$ cat src/design/rlt_defs.vh
// Constants for the read decoder and latency code table
`ifndef RLT_DEFS_VH
`define RLT_DEFS_VH

// Read opcodes, 3-byte and 4-byte address forms
`define RLT_OP_READ3      8'h03
`define RLT_OP_READ4      8'h13
`define RLT_OP_FAST3      8'h0b
`define RLT_OP_FAST4      8'h0c
`define RLT_OP_DOUT3      8'h3b
`define RLT_OP_DOUT4      8'h3c
`define RLT_OP_QOUT3      8'h6b
`define RLT_OP_QOUT4      8'h6c
`define RLT_OP_DIO3       8'hbb
`define RLT_OP_DIO4       8'hbc
`define RLT_OP_QIO3       8'heb
`define RLT_OP_QIO4       8'hec
`define RLT_OP_DDR_FAST3  8'h0d
`define RLT_OP_DDR_FAST4  8'h0e
`define RLT_OP_DDR_DIO3   8'hbd
`define RLT_OP_DDR_DIO4   8'hbe
`define RLT_OP_DDR_QIO3   8'hed
`define RLT_OP_DDR_QIO4   8'hee

// Command classes
`define RLT_CLS_READ      4'h0
`define RLT_CLS_FAST      4'h1
`define RLT_CLS_DOUT      4'h2
`define RLT_CLS_QOUT      4'h3
`define RLT_CLS_DIO       4'h4
`define RLT_CLS_QIO       4'h5
`define RLT_CLS_DDR_FAST  4'h6
`define RLT_CLS_DDR_DIO   4'h7
`define RLT_CLS_DDR_QIO   4'h8
`define RLT_CLS_NONE      4'hf

// Latency codes
`define RLT_LC_00         2'b00
`define RLT_LC_01         2'b01
`define RLT_LC_10         2'b10
`define RLT_LC_11         2'b11

// Query parameter layout
`define RLT_PARAM_ID      8'h90
`define RLT_PARAM_LEN     8'h56
`define RLT_ROW_COUNT     8'h06
`define RLT_ROW_LEN       8'h0e
`define RLT_HDR_FREQ      8'h46
`define RLT_HDR_CODE      8'h43
`define RLT_TBL_BYTES     88
`define RLT_TBL_FILL      8'h00
`define RLT_NOT_SUPP      8'hff
`define RLT_ROW2_BASE     7'h12
`define RLT_ROW3_BASE     7'h20
`define RLT_ROW4_BASE     7'h2e
`define RLT_ROW5_BASE     7'h3c
`define RLT_ROW6_BASE     7'h4a
`define RLT_ROW_CELLS     7'h02

// Double-rate rows: fast mode/lat, dual I/O mode/lat, quad I/O mode/lat
`define RLT_DDR_ROW_LC11  48'h00_04_00_04_01_03
`define RLT_DDR_ROW_LC00  48'h00_05_00_06_01_06
`define RLT_DDR_ROW_LC01  48'h00_06_00_07_01_07
`define RLT_DDR_ROW_LC10  48'h00_07_00_08_01_08

`endif

$ cat src/design/rlt_table_rom.v
// Latency code query table, three combinational read ports
`timescale 1ns/100ps
`default_nettype none
`include "rlt_defs.vh"

module rlt_table_rom (
    // Byte addresses, port 0 in the low bits
    input  wire [20:0] addr_flat,
    // Byte data, port 0 in the low bits
    output wire [23:0] data_flat
);

    ////////////////////////////////////////////////////////////////////////
    // Header then six rows of fourteen bytes, first byte leftmost
    localparam [8*`RLT_TBL_BYTES-1:0] TBL = {
        `RLT_PARAM_ID, `RLT_PARAM_LEN, `RLT_ROW_COUNT, `RLT_ROW_LEN,
        `RLT_HDR_FREQ, `RLT_HDR_CODE,
        `RLT_OP_READ3, `RLT_OP_READ4, `RLT_OP_FAST3, `RLT_OP_FAST4,
        `RLT_OP_DOUT3, `RLT_OP_DOUT4, `RLT_OP_QOUT3, `RLT_OP_QOUT4,
        `RLT_OP_DIO3, `RLT_OP_DIO4, `RLT_OP_QIO3, `RLT_OP_QIO4,
        112'h32_03_00_00_00_00_00_00_00_00_04_00_02_01,
        112'h50_00_ff_ff_00_08_00_08_00_08_04_00_02_04,
        112'h5a_01_ff_ff_00_08_00_08_00_08_04_01_02_04,
        112'h68_02_ff_ff_00_08_00_08_00_08_04_02_02_05,
        112'h85_02_ff_ff_00_08_ff_ff_ff_ff_ff_ff_ff_ff
    };

    ////////////////////////////////////////////////////////////////////////
    genvar p;
    generate
        for (p = 0; p < 3; p = p + 1) begin : g_port
            wire [6:0] a;
            assign a = addr_flat[7*p +: 7];
            // Beyond the parameter the bytes read as fill
            assign data_flat[8*p +: 8] = (a < 7'd88) ?
                TBL[8*(`RLT_TBL_BYTES-1-a) +: 8] : `RLT_TBL_FILL;
        end
    endgenerate

endmodule
`default_nettype wire

$ cat src/design/rlt_read_decoder.v
// Read command decoder with latency selection and query table port
`timescale 1ns/100ps
`default_nettype none
`include "rlt_defs.vh"

module rlt_read_decoder (
    // Clock, reset, enable
    input  wire        ref_clk,
    input  wire        rst_b,
    input  wire        clk_en,
    // Serial link pins
    input  wire        sck,
    input  wire        cs_b,
    input  wire        si,
    // Latency configuration
    input  wire [1:0]  lat_code,
    input  wire        sck_above_104,
    // Decoded command
    output reg         cmd_valid_q,
    output reg  [3:0]  cmd_class_q,
    output reg         cmd_addr4_q,
    output reg         cmd_ddr_q,
    output reg         cmd_unknown_q,
    output reg         cmd_unsupported_q,
    output reg  [7:0]  mode_cycles_q,
    output reg  [7:0]  latency_cycles_q,
    // Query table read port
    input  wire [6:0]  tbl_addr,
    output reg  [7:0]  tbl_data_q
);

    ////////////////////////////////////////////////////////////////////////
    localparam [3:0] ST_IDLE  = 4'b0001;
    localparam [3:0] ST_SHIFT = 4'b0010;
    localparam [3:0] ST_LOOK  = 4'b0100;
    localparam [3:0] ST_HOLD  = 4'b1000;

    reg  [2:0]  pin_s1_q;
    reg  [2:0]  pin_s2_q;
    reg         sck_prev_q;
    reg  [3:0]  state_q;
    reg  [2:0]  bit_cnt_q;
    reg  [7:0]  op_q;

    wire        sck_rise;
    wire        cs_active;
    wire        si_s;
    reg  [3:0]  dec_class;
    reg         dec_addr4;
    reg  [6:0]  row_base;
    reg  [47:0] ddr_row;
    reg  [15:0] ddr_pair;
    reg  [7:0]  sel_mode;
    reg  [7:0]  sel_lat;
    wire [6:0]  cell_addr;
    wire [23:0] rom_data;

    ////////////////////////////////////////////////////////////////////////
    // Pins cross into ref_clk through two flops; SCK must stay well below
    // half of ref_clk for edge detection to see every rising edge
    always @(posedge ref_clk or negedge rst_b) begin
        if (!rst_b) begin
            pin_s1_q   <= 3'h7;
            pin_s2_q   <= 3'h7;
            sck_prev_q <= 1'b1;
        end else if (clk_en) begin
            pin_s1_q   <= {sck, cs_b, si};
            pin_s2_q   <= pin_s1_q;
            sck_prev_q <= pin_s2_q[2];
        end
    end

    assign sck_rise  = pin_s2_q[2] & ~sck_prev_q;
    assign cs_active = ~pin_s2_q[1];
    assign si_s      = pin_s2_q[0];

    ////////////////////////////////////////////////////////////////////////
    // Opcode decode
    always @* begin
        dec_class = `RLT_CLS_NONE;
        dec_addr4 = 1'b0;
        case (op_q)
            `RLT_OP_READ3:     dec_class = `RLT_CLS_READ;
            `RLT_OP_READ4: begin
                dec_class = `RLT_CLS_READ;
                dec_addr4 = 1'b1;
            end
            `RLT_OP_FAST3:     dec_class = `RLT_CLS_FAST;
            `RLT_OP_FAST4: begin
                dec_class = `RLT_CLS_FAST;
                dec_addr4 = 1'b1;
            end
            `RLT_OP_DOUT3:     dec_class = `RLT_CLS_DOUT;
            `RLT_OP_DOUT4: begin
                dec_class = `RLT_CLS_DOUT;
                dec_addr4 = 1'b1;
            end
            `RLT_OP_QOUT3:     dec_class = `RLT_CLS_QOUT;
            `RLT_OP_QOUT4: begin
                dec_class = `RLT_CLS_QOUT;
                dec_addr4 = 1'b1;
            end
            `RLT_OP_DIO3:      dec_class = `RLT_CLS_DIO;
            `RLT_OP_DIO4: begin
                dec_class = `RLT_CLS_DIO;
                dec_addr4 = 1'b1;
            end
            `RLT_OP_QIO3:      dec_class = `RLT_CLS_QIO;
            `RLT_OP_QIO4: begin
                dec_class = `RLT_CLS_QIO;
                dec_addr4 = 1'b1;
            end
            `RLT_OP_DDR_FAST3: dec_class = `RLT_CLS_DDR_FAST;
            `RLT_OP_DDR_FAST4: begin
                dec_class = `RLT_CLS_DDR_FAST;
                dec_addr4 = 1'b1;
            end
            `RLT_OP_DDR_DIO3:  dec_class = `RLT_CLS_DDR_DIO;
            `RLT_OP_DDR_DIO4: begin
                dec_class = `RLT_CLS_DDR_DIO;
                dec_addr4 = 1'b1;
            end
            `RLT_OP_DDR_QIO3:  dec_class = `RLT_CLS_DDR_QIO;
            `RLT_OP_DDR_QIO4: begin
                dec_class = `RLT_CLS_DDR_QIO;
                dec_addr4 = 1'b1;
            end
            default: begin
                dec_class = `RLT_CLS_NONE;
                dec_addr4 = 1'b0;
            end
        endcase
    end

    ////////////////////////////////////////////////////////////////////////
    // Single-rate row chosen by code; code 10b splits on clock rate
    always @* begin
        case (lat_code)
            `RLT_LC_11: row_base = `RLT_ROW2_BASE;
            `RLT_LC_00: row_base = `RLT_ROW3_BASE;
            `RLT_LC_01: row_base = `RLT_ROW4_BASE;
            default:    row_base = sck_above_104 ? `RLT_ROW6_BASE : `RLT_ROW5_BASE;
        endcase
    end

    // Mode cell of the class column, latency in the byte after it
    assign cell_addr = row_base + `RLT_ROW_CELLS + {dec_class[2:0], 1'b0};

    rlt_table_rom u_rom (
        .addr_flat ({tbl_addr, cell_addr + 7'd1, cell_addr}),
        .data_flat (rom_data)
    );

    // Double-rate row chosen by code alone
    always @* begin
        case (lat_code)
            `RLT_LC_11: ddr_row = `RLT_DDR_ROW_LC11;
            `RLT_LC_00: ddr_row = `RLT_DDR_ROW_LC00;
            `RLT_LC_01: ddr_row = `RLT_DDR_ROW_LC01;
            default:    ddr_row = `RLT_DDR_ROW_LC10;
        endcase
        case (dec_class)
            `RLT_CLS_DDR_FAST: ddr_pair = ddr_row[47:32];
            `RLT_CLS_DDR_DIO:  ddr_pair = ddr_row[31:16];
            default:           ddr_pair = ddr_row[15:0];
        endcase
        if (dec_class == `RLT_CLS_NONE) begin
            sel_mode = `RLT_NOT_SUPP;
            sel_lat  = `RLT_NOT_SUPP;
        end else if (dec_class >= `RLT_CLS_DDR_FAST) begin
            sel_mode = ddr_pair[15:8];
            sel_lat  = ddr_pair[7:0];
        end else begin
            sel_mode = rom_data[7:0];
            sel_lat  = rom_data[15:8];
        end
    end

    ////////////////////////////////////////////////////////////////////////
    // Opcode shift and result registers
    always @(posedge ref_clk or negedge rst_b) begin
        if (!rst_b) begin
            state_q           <= ST_IDLE;
            bit_cnt_q         <= 3'h0;
            op_q              <= 8'h00;
            cmd_valid_q       <= 1'b0;
            cmd_class_q       <= `RLT_CLS_NONE;
            cmd_addr4_q       <= 1'b0;
            cmd_ddr_q         <= 1'b0;
            cmd_unknown_q     <= 1'b0;
            cmd_unsupported_q <= 1'b0;
            mode_cycles_q     <= 8'h00;
            latency_cycles_q  <= 8'h00;
            tbl_data_q        <= 8'h00;
        end else if (clk_en) begin
            cmd_valid_q <= 1'b0;
            tbl_data_q  <= rom_data[23:16];
            if (!cs_active) begin
                // Deselect aborts a partial opcode
                state_q   <= ST_IDLE;
                bit_cnt_q <= 3'h0;
            end else begin
                case (state_q)
                    ST_IDLE, ST_SHIFT: begin
                        state_q <= ST_SHIFT;
                        if (sck_rise) begin
                            op_q      <= {op_q[6:0], si_s};
                            bit_cnt_q <= bit_cnt_q + 3'h1;
                            if (bit_cnt_q == 3'h7) begin
                                state_q <= ST_LOOK;
                            end
                        end
                    end
                    ST_LOOK: begin
                        state_q           <= ST_HOLD;
                        cmd_valid_q       <= 1'b1;
                        cmd_class_q       <= dec_class;
                        cmd_addr4_q       <= dec_addr4;
                        cmd_ddr_q         <= (dec_class >= `RLT_CLS_DDR_FAST) &&
                                             (dec_class != `RLT_CLS_NONE);
                        cmd_unknown_q     <= (dec_class == `RLT_CLS_NONE);
                        cmd_unsupported_q <= (sel_mode == `RLT_NOT_SUPP);
                        mode_cycles_q     <= sel_mode;
                        latency_cycles_q  <= sel_lat;
                    end
                    ST_HOLD: begin
                        // Rest of the frame is address and data, not ours
                        state_q <= ST_HOLD;
                    end
                    default: begin
                        state_q <= ST_IDLE;
                    end
                endcase
            end
        end
    end

endmodule
`default_nettype wire

$ cat config.mk
export PLATFORM = sky130hd
export DESIGN_NAME = rlt_read_decoder
export DESIGN_NICKNAME = d
export VERILOG_FILES = /design/src/design/rlt_table_rom.v /design/src/design/rlt_read_decoder.v
export VERILOG_INCLUDE_DIRS = /design/src /design/src/design
export SDC_FILE = /design/constraint.sdc
export NUM_CORES = 1
export LEC_CHECK = 0
export ABC_AREA = 1
export BUFFER_PORTS_ARGS = -buffer_cell sky130_fd_sc_hd__clkbuf_2
export CELL_PAD_IN_SITES_DETAIL_PLACEMENT = 2
export CELL_PAD_IN_SITES_GLOBAL_PLACEMENT = 2
export CORE_AREA = 8 8 131 133
export CTS_CLUSTER_DIAMETER = 100
export DETAILED_ROUTE_END_ITERATION = 10
export DIE_AREA = 0 0 139 141
export GPL_TIMING_DRIVEN = 0
export PLACE_DENSITY_LB_ADDON = 0.1
export SLEW_MARGIN = 15
export SYNTH_ARGS = -nofsm -noshare
export SYNTH_HDL_FRONTEND = slang
export SYNTH_SLANG_ARGS = --single-unit
$ cat constraint.sdc
create_clock -name ref_clk -period 3.5 [get_ports ref_clk]
set_clock_uncertainty 0.05 [all_clocks]
set_input_delay 0 -clock ref_clk [delete_from_list [all_inputs] [get_ports ref_clk]]
set_output_delay 0 -clock ref_clk [all_outputs]
set_load 0.01 [all_outputs]
After elaboration in Yosys (flattened, before gate mapping):

Cells that the tools add are included.

* flip-flop bits (word level): 55
* output and inout port bits: 33

* eq/ne operators: 30
* $lt $le $gt $ge: 4
* bitwise operators: 3
* shift-type cells: 3
* add/subtract/negate cells: 7
* reductions and logical operators: 19
* mux-type cells: 22

Operators with widths (count)
* indexed part select 704 x 33 -> 8 bit, first input constant: 3
* case mux 34 bit (3 select lines): 1
* == test 8 bit, second input constant: 9
* two-way mux 8 bit: 7
* case mux 4 bit (9 select lines): 1
* == test 8 x 4 -> 1 bit, second input constant: 4
* case mux 16 bit (2 select lines): 1
* subtractor 7 x 7 -> 8 bit, first input constant: 3
* OR reduction 2 bit: 11
* less-than comparator 7 bit, second input constant: 3
* case mux 7 bit (3 select lines): 1
* == test 8 x 6 -> 1 bit, second input constant: 2
* == test 8 x 7 -> 1 bit, second input constant: 2
* two-way mux 3 bit: 5
* == test 4 x 3 -> 1 bit, second input constant: 3
* OR reduction 9 bit: 1
* == test 4 bit, second input constant: 2
* == test 8 x 2 -> 1 bit, second input constant: 1
* == test 8 x 5 -> 1 bit, second input constant: 1
* case mux 4 bit (2 select lines): 1
* adder 7 x 1 -> 7 bit, second input constant: 1
* adder 7 x 2 -> 7 bit, second input constant: 1
* adder 7 x 4 -> 7 bit: 1
* two-way mux 7 bit: 1
* 17 further kinds: 22

Longest topological paths before layout:

Gate-level depths: netlist of run 1.

* word-level depth: 10
* mapped depth: 33
* depth with buffers taken out: 33

Cells and area by module:

Synthesis of run 1 repeated with hierarchy kept, for this count alone.

* cells, all modules: 928
* area, all modules: 5666.7 sq um

By module, submodules not included
* rlt_read_decoder: cells each 363, instances 1, area an instance 3005.4 sq um
* rlt_table_rom: cells each 565, instances 1, area an instance 2661.3 sq um

Worst setup path before layout of run 1:

OpenSTA, ideal clock, no wires.

* kind: register -> register
* start: reg op_q[5]
* end: reg mode_cycles_q[0]
* clock period less this slack: 3.907 ns
* slack: -0.407 ns
* arrival time: 3.741 ns
* cell stages (with the launch flop): 27
* cell sequence: dfrtp_1 -> nor3_2 -> nand2_1 -> inv_1 -> nor2_1 -> inv_1 -> nand2_2 -> nand2_1 -> nor2_1 -> nand2_2 -> nand3_1 -> ha_1 -> ha_1 -> fa_1 -> xor2_1 -> ha_1 -> inv_1 -> clkbuf_1 -> nand2_1 -> nand2_1 -> nor2_1 -> nand3_1 -> nand2_1 -> nand3_1 -> nand2_1 -> nand2_1 -> nand2_1

* word-level cells in the longest chain between the ends: 9
* elaborated cells between the ends (all ways): 40
* classes of those cells: add/sub: 2; order compare: 2; eq/ne: 21; shift: 1; mux: 5; reduce/logical: 9

RTL lines
* start, declared: RTL line rlt_read_decoder.v:43 `reg [7:0] op_q;`
* start signal, assigned: RTL line rlt_read_decoder.v:207 `op_q <= {op_q[6:0], si_s};`
* == test 8 bit (tied with other cells): RTL line rlt_read_decoder.v:82 `case (op_q)`
* OR reduction 2 bit (no source line)
* case mux 4 bit (9 select lines) (*): RTL line rlt_read_decoder.v:82
* via dec_class[1]: RTL line rlt_read_decoder.v:48 `reg [3:0] dec_class;`
* adder 7 x 4 -> 7 bit: RTL line rlt_read_decoder.v:147 `` assign cell_addr = row_base + `RLT_ROW_CELLS + {dec_class[2:0], 1'b0}; ``
* subtractor 7 x 7 -> 8 bit (no source line)
* indexed part select 704 x 33 -> 8 bit: RTL line rlt_table_rom.v:36 `` TBL[8*(`RLT_TBL_BYTES-1-a) +: 8] : `RLT_TBL_FILL; ``
* two-way mux 8 bit (no source line)
* two-way mux 8 bit: RTL line rlt_read_decoder.v:170 `` end else if (dec_class >= `RLT_CLS_DDR_FAST) begin ``
* two-way mux 8 bit (*): RTL line rlt_read_decoder.v:167 `` if (dec_class == `RLT_CLS_NONE) begin ``
* end signal, assigned: RTL line rlt_read_decoder.v:223 `mode_cycles_q <= sel_mode;`
* end, declared: RTL line rlt_read_decoder.v:25 `output reg [7:0] mode_cycles_q,`

The timed path passes the listed nets; every way through them passes the cells marked *.
A chain may end at the register's enable or synchronous reset.

Worst setup path after layout of run 1:

* start: reg op_q[5]
* end: reg mode_cycles_q[4]

* word-level cells in the longest chain between the ends: 9
* elaborated cells between the ends (all ways): 40
* classes of those cells: add/sub: 2; order compare: 2; eq/ne: 21; shift: 1; mux: 5; reduce/logical: 9

RTL lines (RTL line)
* == test 8 bit (tied with other cells): rlt_read_decoder.v:82
* OR reduction 2 bit (no source line)
* case mux 4 bit (9 select lines) (*): rlt_read_decoder.v:82
* adder 7 x 4 -> 7 bit: rlt_read_decoder.v:147
* subtractor 7 x 7 -> 8 bit (no source line)
* indexed part select 704 x 33 -> 8 bit: rlt_table_rom.v:36
* two-way mux 8 bit (no source line)
* two-way mux 8 bit: rlt_read_decoder.v:170
* two-way mux 8 bit (*): rlt_read_decoder.v:167

Mark *: on every way between the ends. The rest lies on a longest branch, timed or not.

==> flow_summary.ini, run 1 <==
[final_layout]
syn2layout_area_growth_pct = 32.8
final_common_cell = nand2_1
final_cell_mix = nand2_1 (181), inv_1 (54), nand3_1 (51)
antenna_cells = 0
fillers = 1773
fin_cells = 936
final_nets = 779
drive_gt1_frac = 0.293

[floorplanning]
die_x_um = 139
start_util = 0.295
num_rows = 45
die_h_um = 141
dieArea_um2 = 19600
num_io_pins = 49
core-area_um2 = 15000

[clock_network]
cts_max_level = 2
clk_pin_slew_ps = 80
cts_inserted_buffers = 5
clk_path_buf_depth = 2
clock_latency_ps = 300
cts_sinks = 55
cts_root_buf = clkbuf_16
cts_tree = done

[synth]
synth.avg_cell_area_um2 = 6.67
syn_inst = 663
yosysWarnings = 0
synth-edff-count = 0
yosysSeqAreaShare = 0.315
synth_nets = 695
synth.distinct_cells = 48
async_reset_ff_frac = 1.00
syn_area_um2 = 4420
synthFlopType = dfrtp_1
ys_seq_elements = 55

[worst_setup_path]
crit_type = flop to flop
crit_path_start_kind = flop
cp.arrival_ps = 4270
rr_startpoint = op_q[5]$_DFFE_PN0P_
critPathRequiredTime_ps = 3680
rr_worst_depth = 24
cp_max_fo = 8
end_kind = flop
rr_endpoint = mode_cycles_q[4]$_DFFE_PN0P_
r2r_slack_ps = -580

[power_and_ir_drop]
p_switching_uw = 1940
seqPwrFrac = 0.212
ir_drop_mv = 0.247
p_leak_uw = 0.00279
power.share.combinational = 0.647
powerDensity_nw_per_um2 = 651
pwr-share-clk = 0.141
swShare = 0.508
p_int_uw = 1880

[run_status]
failed_checks = setup timing
status = complete, but fails checks

[sta]
period_minus_slack_ps = 4080
relSlewSlack = 0.442
timing.final.crit_share = 1.17
worstMarginPinSlew_ps = 834
hold_violations = 0
setup_viol = 17
hold_ws_ps = 44.5
setup_ws_ps = -583
timing.fmax_mhz = 245
rsz0062_at_grt = true
slew_viol_final = 0

[route]
routed_wl_mm = 18.5
drt-vias-per-instance = 5.23
drt_first_iter_violations = 177
antenna_left = 0
drtPass1Iterations = 4
wl_per_cell_um = 19.8
drc = 0
detailroute.via_count = 4894

[global_routing]
grt_usage = 0.188
grt_start_max_net_pins = 47
grt_antenna_before_repair = 0
grt_first_pass_wirelength_mm = 29.8
overflow = 0
grt_pass1_vias = 5401

[placed_design]
portBuffers = 48
detailed_place_hpwl_mm = 14.1
place_inst = 900
place_congestion = 0.901

[flow_run]
max_cap_viol_count = 0

[hold_path]
worstHoldPathType = input pin to async pin
[flip-flops by register name (all words and copies together) (netlist names), 3 cells and up]
signal and cells:
bit_cnt_q 3, mode_cycles_q 8, cmd_class_q 4, pin_s2_q 3, latency_cycles_q 8, tbl_data_q 8
op_q 8, pin_s1_q 3, state_q 4
[layer usage]
metal	GRT usage	wire length, um	vias up
met1	0.233	8580	2452
met5	0	0	-
met4	0.0289	112	0
met2	0.344	9380	54
li1	-	-	2382
met3	0.0263	416	6
[cell type report]
type | instances | area (um^2) | area share
Timing Repair Buffer | 78 | 536 | 0.0912
Tap cell | 188 | 235 | 0.0401
Buffer | 22 | 144 | 0.0245
Inverter | 72 | 284 | 0.0484
Multi-Input combinational cell | 513 | 3130 | 0.533
Clock buffer | 5 | 125 | 0.0213
Clock inverter | 3 | 27.5 | 0.00469
Sequential cell | 55 | 1390 | 0.237
[cell usage after synthesis, types with 2 or more instances]
cell / number / share of area
inv_2: 5 / 0.0042
xor2_1: 2 / 0.0040
a21oi_1: 33 / 0.037
dfstp_2: 12 / 0.071
or2_2: 3 / 0.0042
o211ai_1: 8 / 0.014
a31oi_1: 8 / 0.011
nand4_1: 8 / 0.011
nor3_1: 5 / 0.0057
buf_6: 2 / 0.0051
a32o_1: 2 / 0.0045
nand2_1: 205 / 0.17
a21boi_1: 2 / 0.0034
a22o_1: 2 / 0.0040
o21ai_0: 54 / 0.061
nand2_2: 8 / 0.011
o21ai_2: 3 / 0.0059
o221ai_1: 2 / 0.0040
o22ai_1: 4 / 0.0057
nand3_1: 64 / 0.072
dfrtp_1: 43 / 0.24
o21ai_1: 8 / 0.0091
nor2_1: 46 / 0.039
clkbuf_1: 14 / 0.012
nand3_2: 3 / 0.0068
inv_1: 66 / 0.056
buf_2: 4 / 0.0045
nand4_2: 3 / 0.0085
o31ai_1: 3 / 0.0051
a2bb2oi_1: 8 / 0.016
ha_1: 15 / 0.042
o2111ai_1: 2 / 0.0040
[power groups by stage]
stage / registers [uW] / clock network, uW / logic, uW
2_1_floorplan: 812 / 0 / 1430
3_3_place_gp: 819 / 0 / 1930
3_5_place_dp: 824 / 0 / 1990
4_1_cts: 810 / 557 / 2310
5_1_grt: 821 / 579 / 2720
6_report: 811 / 538 / 2470
[what timing repair did]
item,CTS,global route
hold endpoints to repair,50,0
gates resized for setup,65,38
pin swaps,26,27
cloned,1,0
endpoints found under the setup margin,17,17
buffers inserted,19,4
hold buffers,5,0
[critical path, cell delays in order (launching register included)]
cell	delay (ps)
dfrtp_1	430
nor3_2	230
buf_4	140
nand4_1	170
nand3_4	160
nor2_4	50
nand2_4	100
o2111ai_4	120
inv_2	130
ha_4	140
inv_2	40
ha_4	150
fa_2	410
xor2_4	200
ha_4	190
inv_4	60
nand3_4	90
nand2_8	160
buf_8	150
nand2_4	60
o211ai_1	260
nand3_1	170
a21oi_2	140
nand2_1	80
a2bb2oi_2	110
[cell families after synthesis]
group | share of synthesized area
buf+inv | 0.0883
simple gates | 0.349
xor+xnor | 0.00765
flops | 0.315
fa+ha+maj | 0.0470
compound gates | 0.194
[worst max path at each step]
stage                              startpoint                       endpoint  slack, ps  depth (start not counted)
after floorplan           op_q[7]$_DFFE_PN0P_  cmd_unsupported_q$_DFFE_PN0P_       -180                         31
after global placement    op_q[0]$_DFFE_PN0P_   mode_cycles_q[0]$_DFFE_PN0P_       -960                         28
after detailed placement  op_q[0]$_DFFE_PN0P_   mode_cycles_q[0]$_DFFE_PN0P_      -1140                         28
after CTS                 op_q[7]$_DFFE_PN0P_   mode_cycles_q[4]$_DFFE_PN0P_       -440                         24
after global routing      op_q[5]$_DFFE_PN0P_  cmd_unsupported_q$_DFFE_PN0P_       -750                         28
final                     op_q[5]$_DFFE_PN0P_   mode_cycles_q[4]$_DFFE_PN0P_       -580                         24
[metrics by stage]
step           power [uW]   util  worst slack [ps]  cell area [um^2]  setup TNS [ps]
6_report             3820  0.392              -583              5870           -8490
5_1_grt              4120  0.392              -747              5870          -11680
4_1_cts              3680  0.381              -436              5710           -6570
3_5_place_dp         2820  0.338             -1140              5060          -17220
3_3_place_gp         2750  0.336              -964              5030          -14080
2_1_floorplan        2240      -              -181              4560           -2020
Note: power is estimated with default switching activity, not from simulation.
==> run 2, diff against run 1 <==
--- a/config.mk
+++ b/config.mk
@@ -7,7 +7,7 @@
 export NUM_CORES = 1
 export LEC_CHECK = 0
 export ABC_AREA = 1
-export BUFFER_PORTS_ARGS = -buffer_cell sky130_fd_sc_hd__clkbuf_2
+export BUFFER_PORTS_ARGS = -buffer_cell sky130_fd_sc_hd__buf_2
 export CELL_PAD_IN_SITES_DETAIL_PLACEMENT = 2
 export CELL_PAD_IN_SITES_GLOBAL_PLACEMENT = 2
 export CORE_AREA = 8 8 131 133
==> run 2 against run 1 <==
  * The flow still finishes with violations (setup timing)
  * Combinational power grew 18%
  * Critical endpoint is now latency_cycles_q[7]$_DFFE_PN0P_
  * Global-route usage grew 0.34 points
  * First-iteration DRC count grew 47%
  * Register-to-register slack lost 60 ps
  * Sequential power grew 1%
  * Clock power is essentially flat
  * Routed wire length grew 6.4%
  * Sequential share of layout area shrank 1.2 points
  * Critical path depth is the same
  * Cell area grew 5.8%
==> flow_summary.ini, run 2 (synthesis results as in run 1) <==
[floorplanning]
die_h_um = 141
num_io_pins = 49
num_rows = 45
core-area_um2 = 15000
dieArea_um2 = 19600
die_x_um = 139
start_util = 0.295

[route]
routed_wl_mm = 19.7
antenna_left = 0
drt-vias-per-instance = 5.24
drtPass1Iterations = 4
drc = 0
detailroute.via_count = 5066
wl_per_cell_um = 20.4
drt_first_iter_violations = 260

[global_routing]
grt_pass1_vias = 5621
grt_usage = 0.191
overflow = 0
grt_antenna_before_repair = 0
grt_first_pass_wirelength_mm = 30.5
grt_start_max_net_pins = 56

[final_layout]
final_common_cell = nand2_1
syn2layout_area_growth_pct = 40.5
antenna_cells = 0
final_nets = 809
drive_gt1_frac = 0.343
fin_util = 0.415
final_cell_mix = nand2_1 (179), inv_1 (49), buf_2 (49)

[sta]
hold_violations = 0
hold_ws_ps = 133
rsz0062_at_grt = true
timing.final.crit_share = 1.18
slew_viol_final = 0
setup_ws_ps = -642
fin_tns_setup_ps = -9550
timing.fmax_mhz = 241
setup_viol = 17
worstMarginPinSlew_ps = 838
relSlewSlack = 0.439
period_minus_slack_ps = 4140

[clock_network]
cts_root_buf = clkbuf_16
clk_path_buf_depth = 2
clk_pin_slew_ps = 80
cts_inserted_buffers = 5
cts_max_level = 2
clock_latency_ps = 300
cts_sinks = 55
cts_tree = done

[run_status]
failed_checks = setup timing
status = complete, but fails checks

[hold_path]
holdPathEnd = tbl_data_q[6]$_DFFE_PN0P_
holdCritStartpoint = tbl_addr[5]
worstHoldPathType = input pin to flop
whs_path_depth = 4

[worst_setup_path]
cp.arrival_ps = 4300
path_cells = nor3_4 > buf_4 > nand4_1 > nand3_2 > nor2_4 > nand2_4 > o2111ai_4 > inv_2 > ha_4 > inv_4 > ha_4 > fa_2 > xor2_4 > buf_4 > ha_4 > clkinvlp_4 > buf_4 > nand2_4 > nand2_2 > nand2_4 > nand2_1 > nand2_2 > nand2_4 > o31ai_4
cp_max_fo = 5
crit_type = flop to flop
end_kind = flop
rr_startpoint = op_q[5]$_DFFE_PN0P_
max_stage_delay_ps = 440
rr_worst_depth = 24
crit_path_start_kind = flop
crit_slowest_cell = dfrtp_2
r2r_slack_ps = -640
rr_endpoint = latency_cycles_q[7]$_DFFE_PN0P_
crit_top_cell = nand2_4
critPathRequiredTime_ps = 3660

[placed_design]
portBuffers = 48
place_congestion = 0.899
detailed_place_hpwl_mm = 14.1
post-place-ws_ps = -1100

[flow_run]
max_cap_viol_count = 0

[power_and_ir_drop]
ir_drop_mv = 0.335
powerDensity_nw_per_um2 = 688
p_leak_uw = 0.00294
[run 2: changes by cell type in the layout (fill, tap and decap cells not counted), moves of 5 or more]
cell,before,now
buf_2,3,49
nand3_1,51,45
clkbuf_2,47,0
nand3_2,9,17
nand2_4,8,13
inv_1,54,49
buf_4,20,48
[run 2: critical path, delay by kind of cell, from the launching register on]
family	cells	cell delay, ps
buf+inv	6	800
fa+ha+maj	4	1070
compound gates	2	380
simple gates	11	1110
xor+xnor	1	190
flops	1	440
[run 2: metrics by stage]
| stage | power (uW) | cell area, um^2 | std cells |
|---|---|---|---|
| after floorplan | 2240 | 4560 | 663 |
| after global placement | 2750 | 5030 | 899 |
| after detailed placement | 2820 | 5030 | 899 |
| after CTS | 3780 | 5810 | 938 |
| after global routing | 4570 | 6210 | 966 |
| final | 4270 | 6210 | 966 |
[run 2: worst max path at each step]
stage	to	startpoint	slack [ps]
global placement	mode_cycles_q[0]$_DFFE_PN0P_	op_q[7]$_DFFE_PN0P_	-960
global route	latency_cycles_q[7]$_DFFE_PN0P_	op_q[7]$_DFFE_PN0P_	-840
floorplan	cmd_unsupported_q$_DFFE_PN0P_	op_q[7]$_DFFE_PN0P_	-180
CTS	cmd_unsupported_q$_DFFE_PN0P_	op_q[6]$_DFFE_PN0P_	-420
finish	latency_cycles_q[7]$_DFFE_PN0P_	op_q[5]$_DFFE_PN0P_	-640
detailed placement	mode_cycles_q[0]$_DFFE_PN0P_	op_q[0]$_DFFE_PN0P_	-1100
[run 2: final cells by class]
type | instances | area (um^2)
plain buffers | 23 | 155
clock buffers | 5 | 125
clock inverters | 3 | 27.5
fillers | 1741 | 8770
inverters | 72 | 297
multi-input cells | 513 | 3200
flip-flops and latches | 55 | 1400
well taps | 188 | 235
repair buffers | 107 | 771
[run 2: timing repair]
action                                  4_1_cts  5_1_grt
endpoints found under the setup margin       17       17
buffers inserted                             25       29
cloned                                        1        0
pin swaps                                    34       33
hold buffers                                  5        0
hold endpoints to repair                     47        0
resized for setup                            85       49
[run 2: per-layer routing]
layer	GRT usage	vias up	share of wire
met5	0	-	0
met4	0.0347	0	0.014
met3	0.0257	20	0.016
met2	0.344	52	0.51
met1	0.241	2550	0.46
li1	-	2444	-
[run 2: report_power, final]
part	switching, uW	total [uW]	leakage [uW]	internal, uW
combinational	1790	2920	0.00220	1120
sequential	84.9	820	0.000665	735
clock	262	535	0.0000719	273
==> run 3, diff against run 2 <==
--- a/config.mk
+++ b/config.mk
@@ -10,10 +10,10 @@
 export BUFFER_PORTS_ARGS = -buffer_cell sky130_fd_sc_hd__buf_2
 export CELL_PAD_IN_SITES_DETAIL_PLACEMENT = 2
 export CELL_PAD_IN_SITES_GLOBAL_PLACEMENT = 2
-export CORE_AREA = 8 8 131 133
+export CORE_AREA = 8 8 125 127
 export CTS_CLUSTER_DIAMETER = 100
 export DETAILED_ROUTE_END_ITERATION = 10
-export DIE_AREA = 0 0 139 141
+export DIE_AREA = 0 0 133 135
 export GPL_TIMING_DRIVEN = 0
 export PLACE_DENSITY_LB_ADDON = 0.1
 export SLEW_MARGIN = 15
==> constraint.sdc (replaced) <==
create_clock -name ref_clk -period 4.3 [get_ports ref_clk]
set_clock_uncertainty 0.05 [all_clocks]
set_input_delay 0 -clock ref_clk [delete_from_list [all_inputs] [get_ports ref_clk]]
set_output_delay 0 -clock ref_clk [all_outputs]
set_load 0.01 [all_outputs]
==> run 3 against run 2 <==
  * The run now ends clean
  * Fmax is 0.40% higher
  * Cell count decreased by 4.7%
  * Largest cell class unchanged
  * Sequential share of layout area is 2.9 points higher
  * Worst hold slack better by 40 ps
  * Die area decreased by 8.4%
  * Routed wire length shrank 7.5%
  * Clock-buffer cell count rose by 1
  * First-iteration DRC count down 50%
  * Register-to-register slack better by 820 ps
  * Combinational power down 39%
  * Sequential power decreased by 19%
==> flow_summary.ini, run 3 (synthesis results as in run 1) <==
[run_status]
status = completed

[worst_setup_path]
crit_type = flop to flop
crit_path_start_kind = flop
rr_startpoint = op_q[5]$_DFFE_PN0P_
startpoint = op_q[5]$_DFFE_PN0P_
end_kind = flop
r2r_slack_ps = 170
cp.arrival_ps = 4260
max_stage_delay_ps = 450
cp_max_fo = 8
critPathRequiredTime_ps = 4440
crit_top_cell = nand2_1
rr_endpoint = cmd_unsupported_q$_DFFE_PN0P_
crit_path_end = cmd_unsupported_q$_DFFE_PN0P_
rr_worst_depth = 30
crit_slowest_cell = dfrtp_2

[placed_design]
dpl_cell_area_um2 = 4890
portBuffers = 48
place_inst = 891
place_congestion = 0.917
post-place-ws_ps = -646
detailed_place_hpwl_mm = 13.9

[floorplanning]
num_rows = 43
die_x_um = 133
core-area_um2 = 13600
die_h_um = 135
num_io_pins = 49
dieArea_um2 = 18000
start_util = 0.325

[final_layout]
final_nets = 772
fin_util = 0.404
antenna_cells = 0
drive_gt1_frac = 0.228
stdcell_area_um2 = 5490
final_common_cell = nand2_1
syn2layout_area_growth_pct = 24.3
final_cell_mix = nand2_1 (194), inv_1 (58), nand3_1 (58)
fillers = 1641
fin_cells = 921

[route]
drt-vias-per-instance = 5.44
drtPass1Iterations = 4
wl_per_cell_um = 19.7
antenna_left = 0
drt_first_iter_violations = 129
detailroute.via_count = 5014
routed_wl_mm = 18.2
drc = 0

[sta]
worstMarginPinSlew_ps = 813
slew_viol_final = 0
setup_viol = 0
timing.fmax_mhz = 242
setup_ws_ps = 175
hold_violations = 0
period_minus_slack_ps = 4130
timing.final.crit_share = 0.959
relSlewSlack = 0.456

[clock_network]
clock_latency_ps = 300
cts_max_level = 2
cts_tree = done
cts_sinks = 55
clk_pin_slew_ps = 70
cts_root_buf = clkbuf_16
clk_path_buf_depth = 2
cts_inserted_buffers = 5

[power_and_ir_drop]
p_int_uw = 1430
pwr-share-clk = 0.150
power.share.combinational = 0.618
seqPwrFrac = 0.232
p_switching_uw = 1440
powerDensity_nw_per_um2 = 522
swShare = 0.501
p_leak_uw = 0.00269
ir_drop_mv = 0.190

[flow_run]
max_cap_viol_count = 0

[global_routing]
grt_start_max_net_pins = 56
overflow = 0
grt_antenna_before_repair = 0
grt_pass1_vias = 5460
grt_first_pass_wirelength_mm = 28.5
grt_usage = 0.195

[hold_path]
worstHoldPathType = input pin to flop
## run 3: changes by cell type in the layout (fill, tap and decap cells not counted), sizes merged
cell      before  now
buf          110   73
inv           68   71
clkinv         3    2
clkbuf        20   21
clkinvlp       4    1
## run 3: worst min-delay path by stage
stage / startpoint / to / cells after the start / slack [ps]
CTS: tbl_addr[5] / tbl_data_q[6]$_DFFE_PN0P_ / 4 / 160
global placement: sck / pin_s1_q[2]$_DFFE_PN1P_ / 3 / 150
detailed placement: rst_b / cmd_unknown_q$_DFFE_PN0P_ / 1 / 60
finish: tbl_addr[5] / tbl_data_q[6]$_DFFE_PN0P_ / 4 / 170
floorplan: rst_b / bit_cnt_q[0]$_DFFE_PN0P_ / 0 / -350
global route: tbl_addr[6] / tbl_data_q[6]$_DFFE_PN0P_ / 4 / 200
## run 3: repair_timing
action | 4_1_cts | 5_1_grt
pin swaps | 5 | 10
endpoints found under the setup margin | 17 | 17
endpoints found under the hold margin | 48 | 0
cloned | 0 | 1
hold buffers | 5 | 0
resized for setup | 32 | 36
buffers inserted | 6 | 10
## run 3: cell type report
| type | count | area, um^2 | area share |
|---|---|---|---|
| Multi-Input combinational cell | 513 | 2870 | 0.523 |
| Sequential cell | 55 | 1400 | 0.254 |
| Timing Repair Buffer | 70 | 438 | 0.0797 |
| Inverter | 72 | 270 | 0.0492 |
| Tap cell | 180 | 225 | 0.0410 |
| Clock buffer | 6 | 139 | 0.0253 |
| Buffer | 23 | 138 | 0.0251 |
| Clock inverter | 2 | 16.3 | 0.00296 |
## run 3: power groups by stage
| stage | Sequential (uW) | Clock, uW | Combinational (uW) |
|---|---|---|---|
| 2_1_floorplan | 661 | 0 | 1050 |
| 3_3_place_gp | 661 | 0 | 1440 |
| 3_5_place_dp | 664 | 0 | 1510 |
| 4_1_cts | 661 | 446 | 1620 |
| 5_1_grt | 675 | 465 | 1950 |
| 6_report | 665 | 431 | 1770 |
## run 3: critical path, delay by kind of cell, from the launching register on
family,cells,cell delay [ps]
AND/OR/NAND/NOR,19,1740
flip-flops,1,450
adder cells (fa/ha/maj),2,760
AO/OA/AOI/OAI,1,120
buffers and inverters,7,670
XOR/XNOR,1,190
## run 3: stage by stage
step	TNS (ps)	total power, uW	hold slack [ps]
floorplan	0	1710	-346
global placement	-5940	2110	155
detailed placement	-8550	2180	58.9
CTS	0	2720	158
global route	-491	3090	203
finish	0	2870	173
## run 3: metal layers
metal | vias up | share of wire | track usage
li1 | 2368 | - | -
met1 | 2545 | 0.41 | 0.216
met2 | 77 | 0.55 | 0.381
met3 | 24 | 0.022 | 0.0234
met4 | 0 | 0.017 | 0.0524
met5 | - | 0 | 0
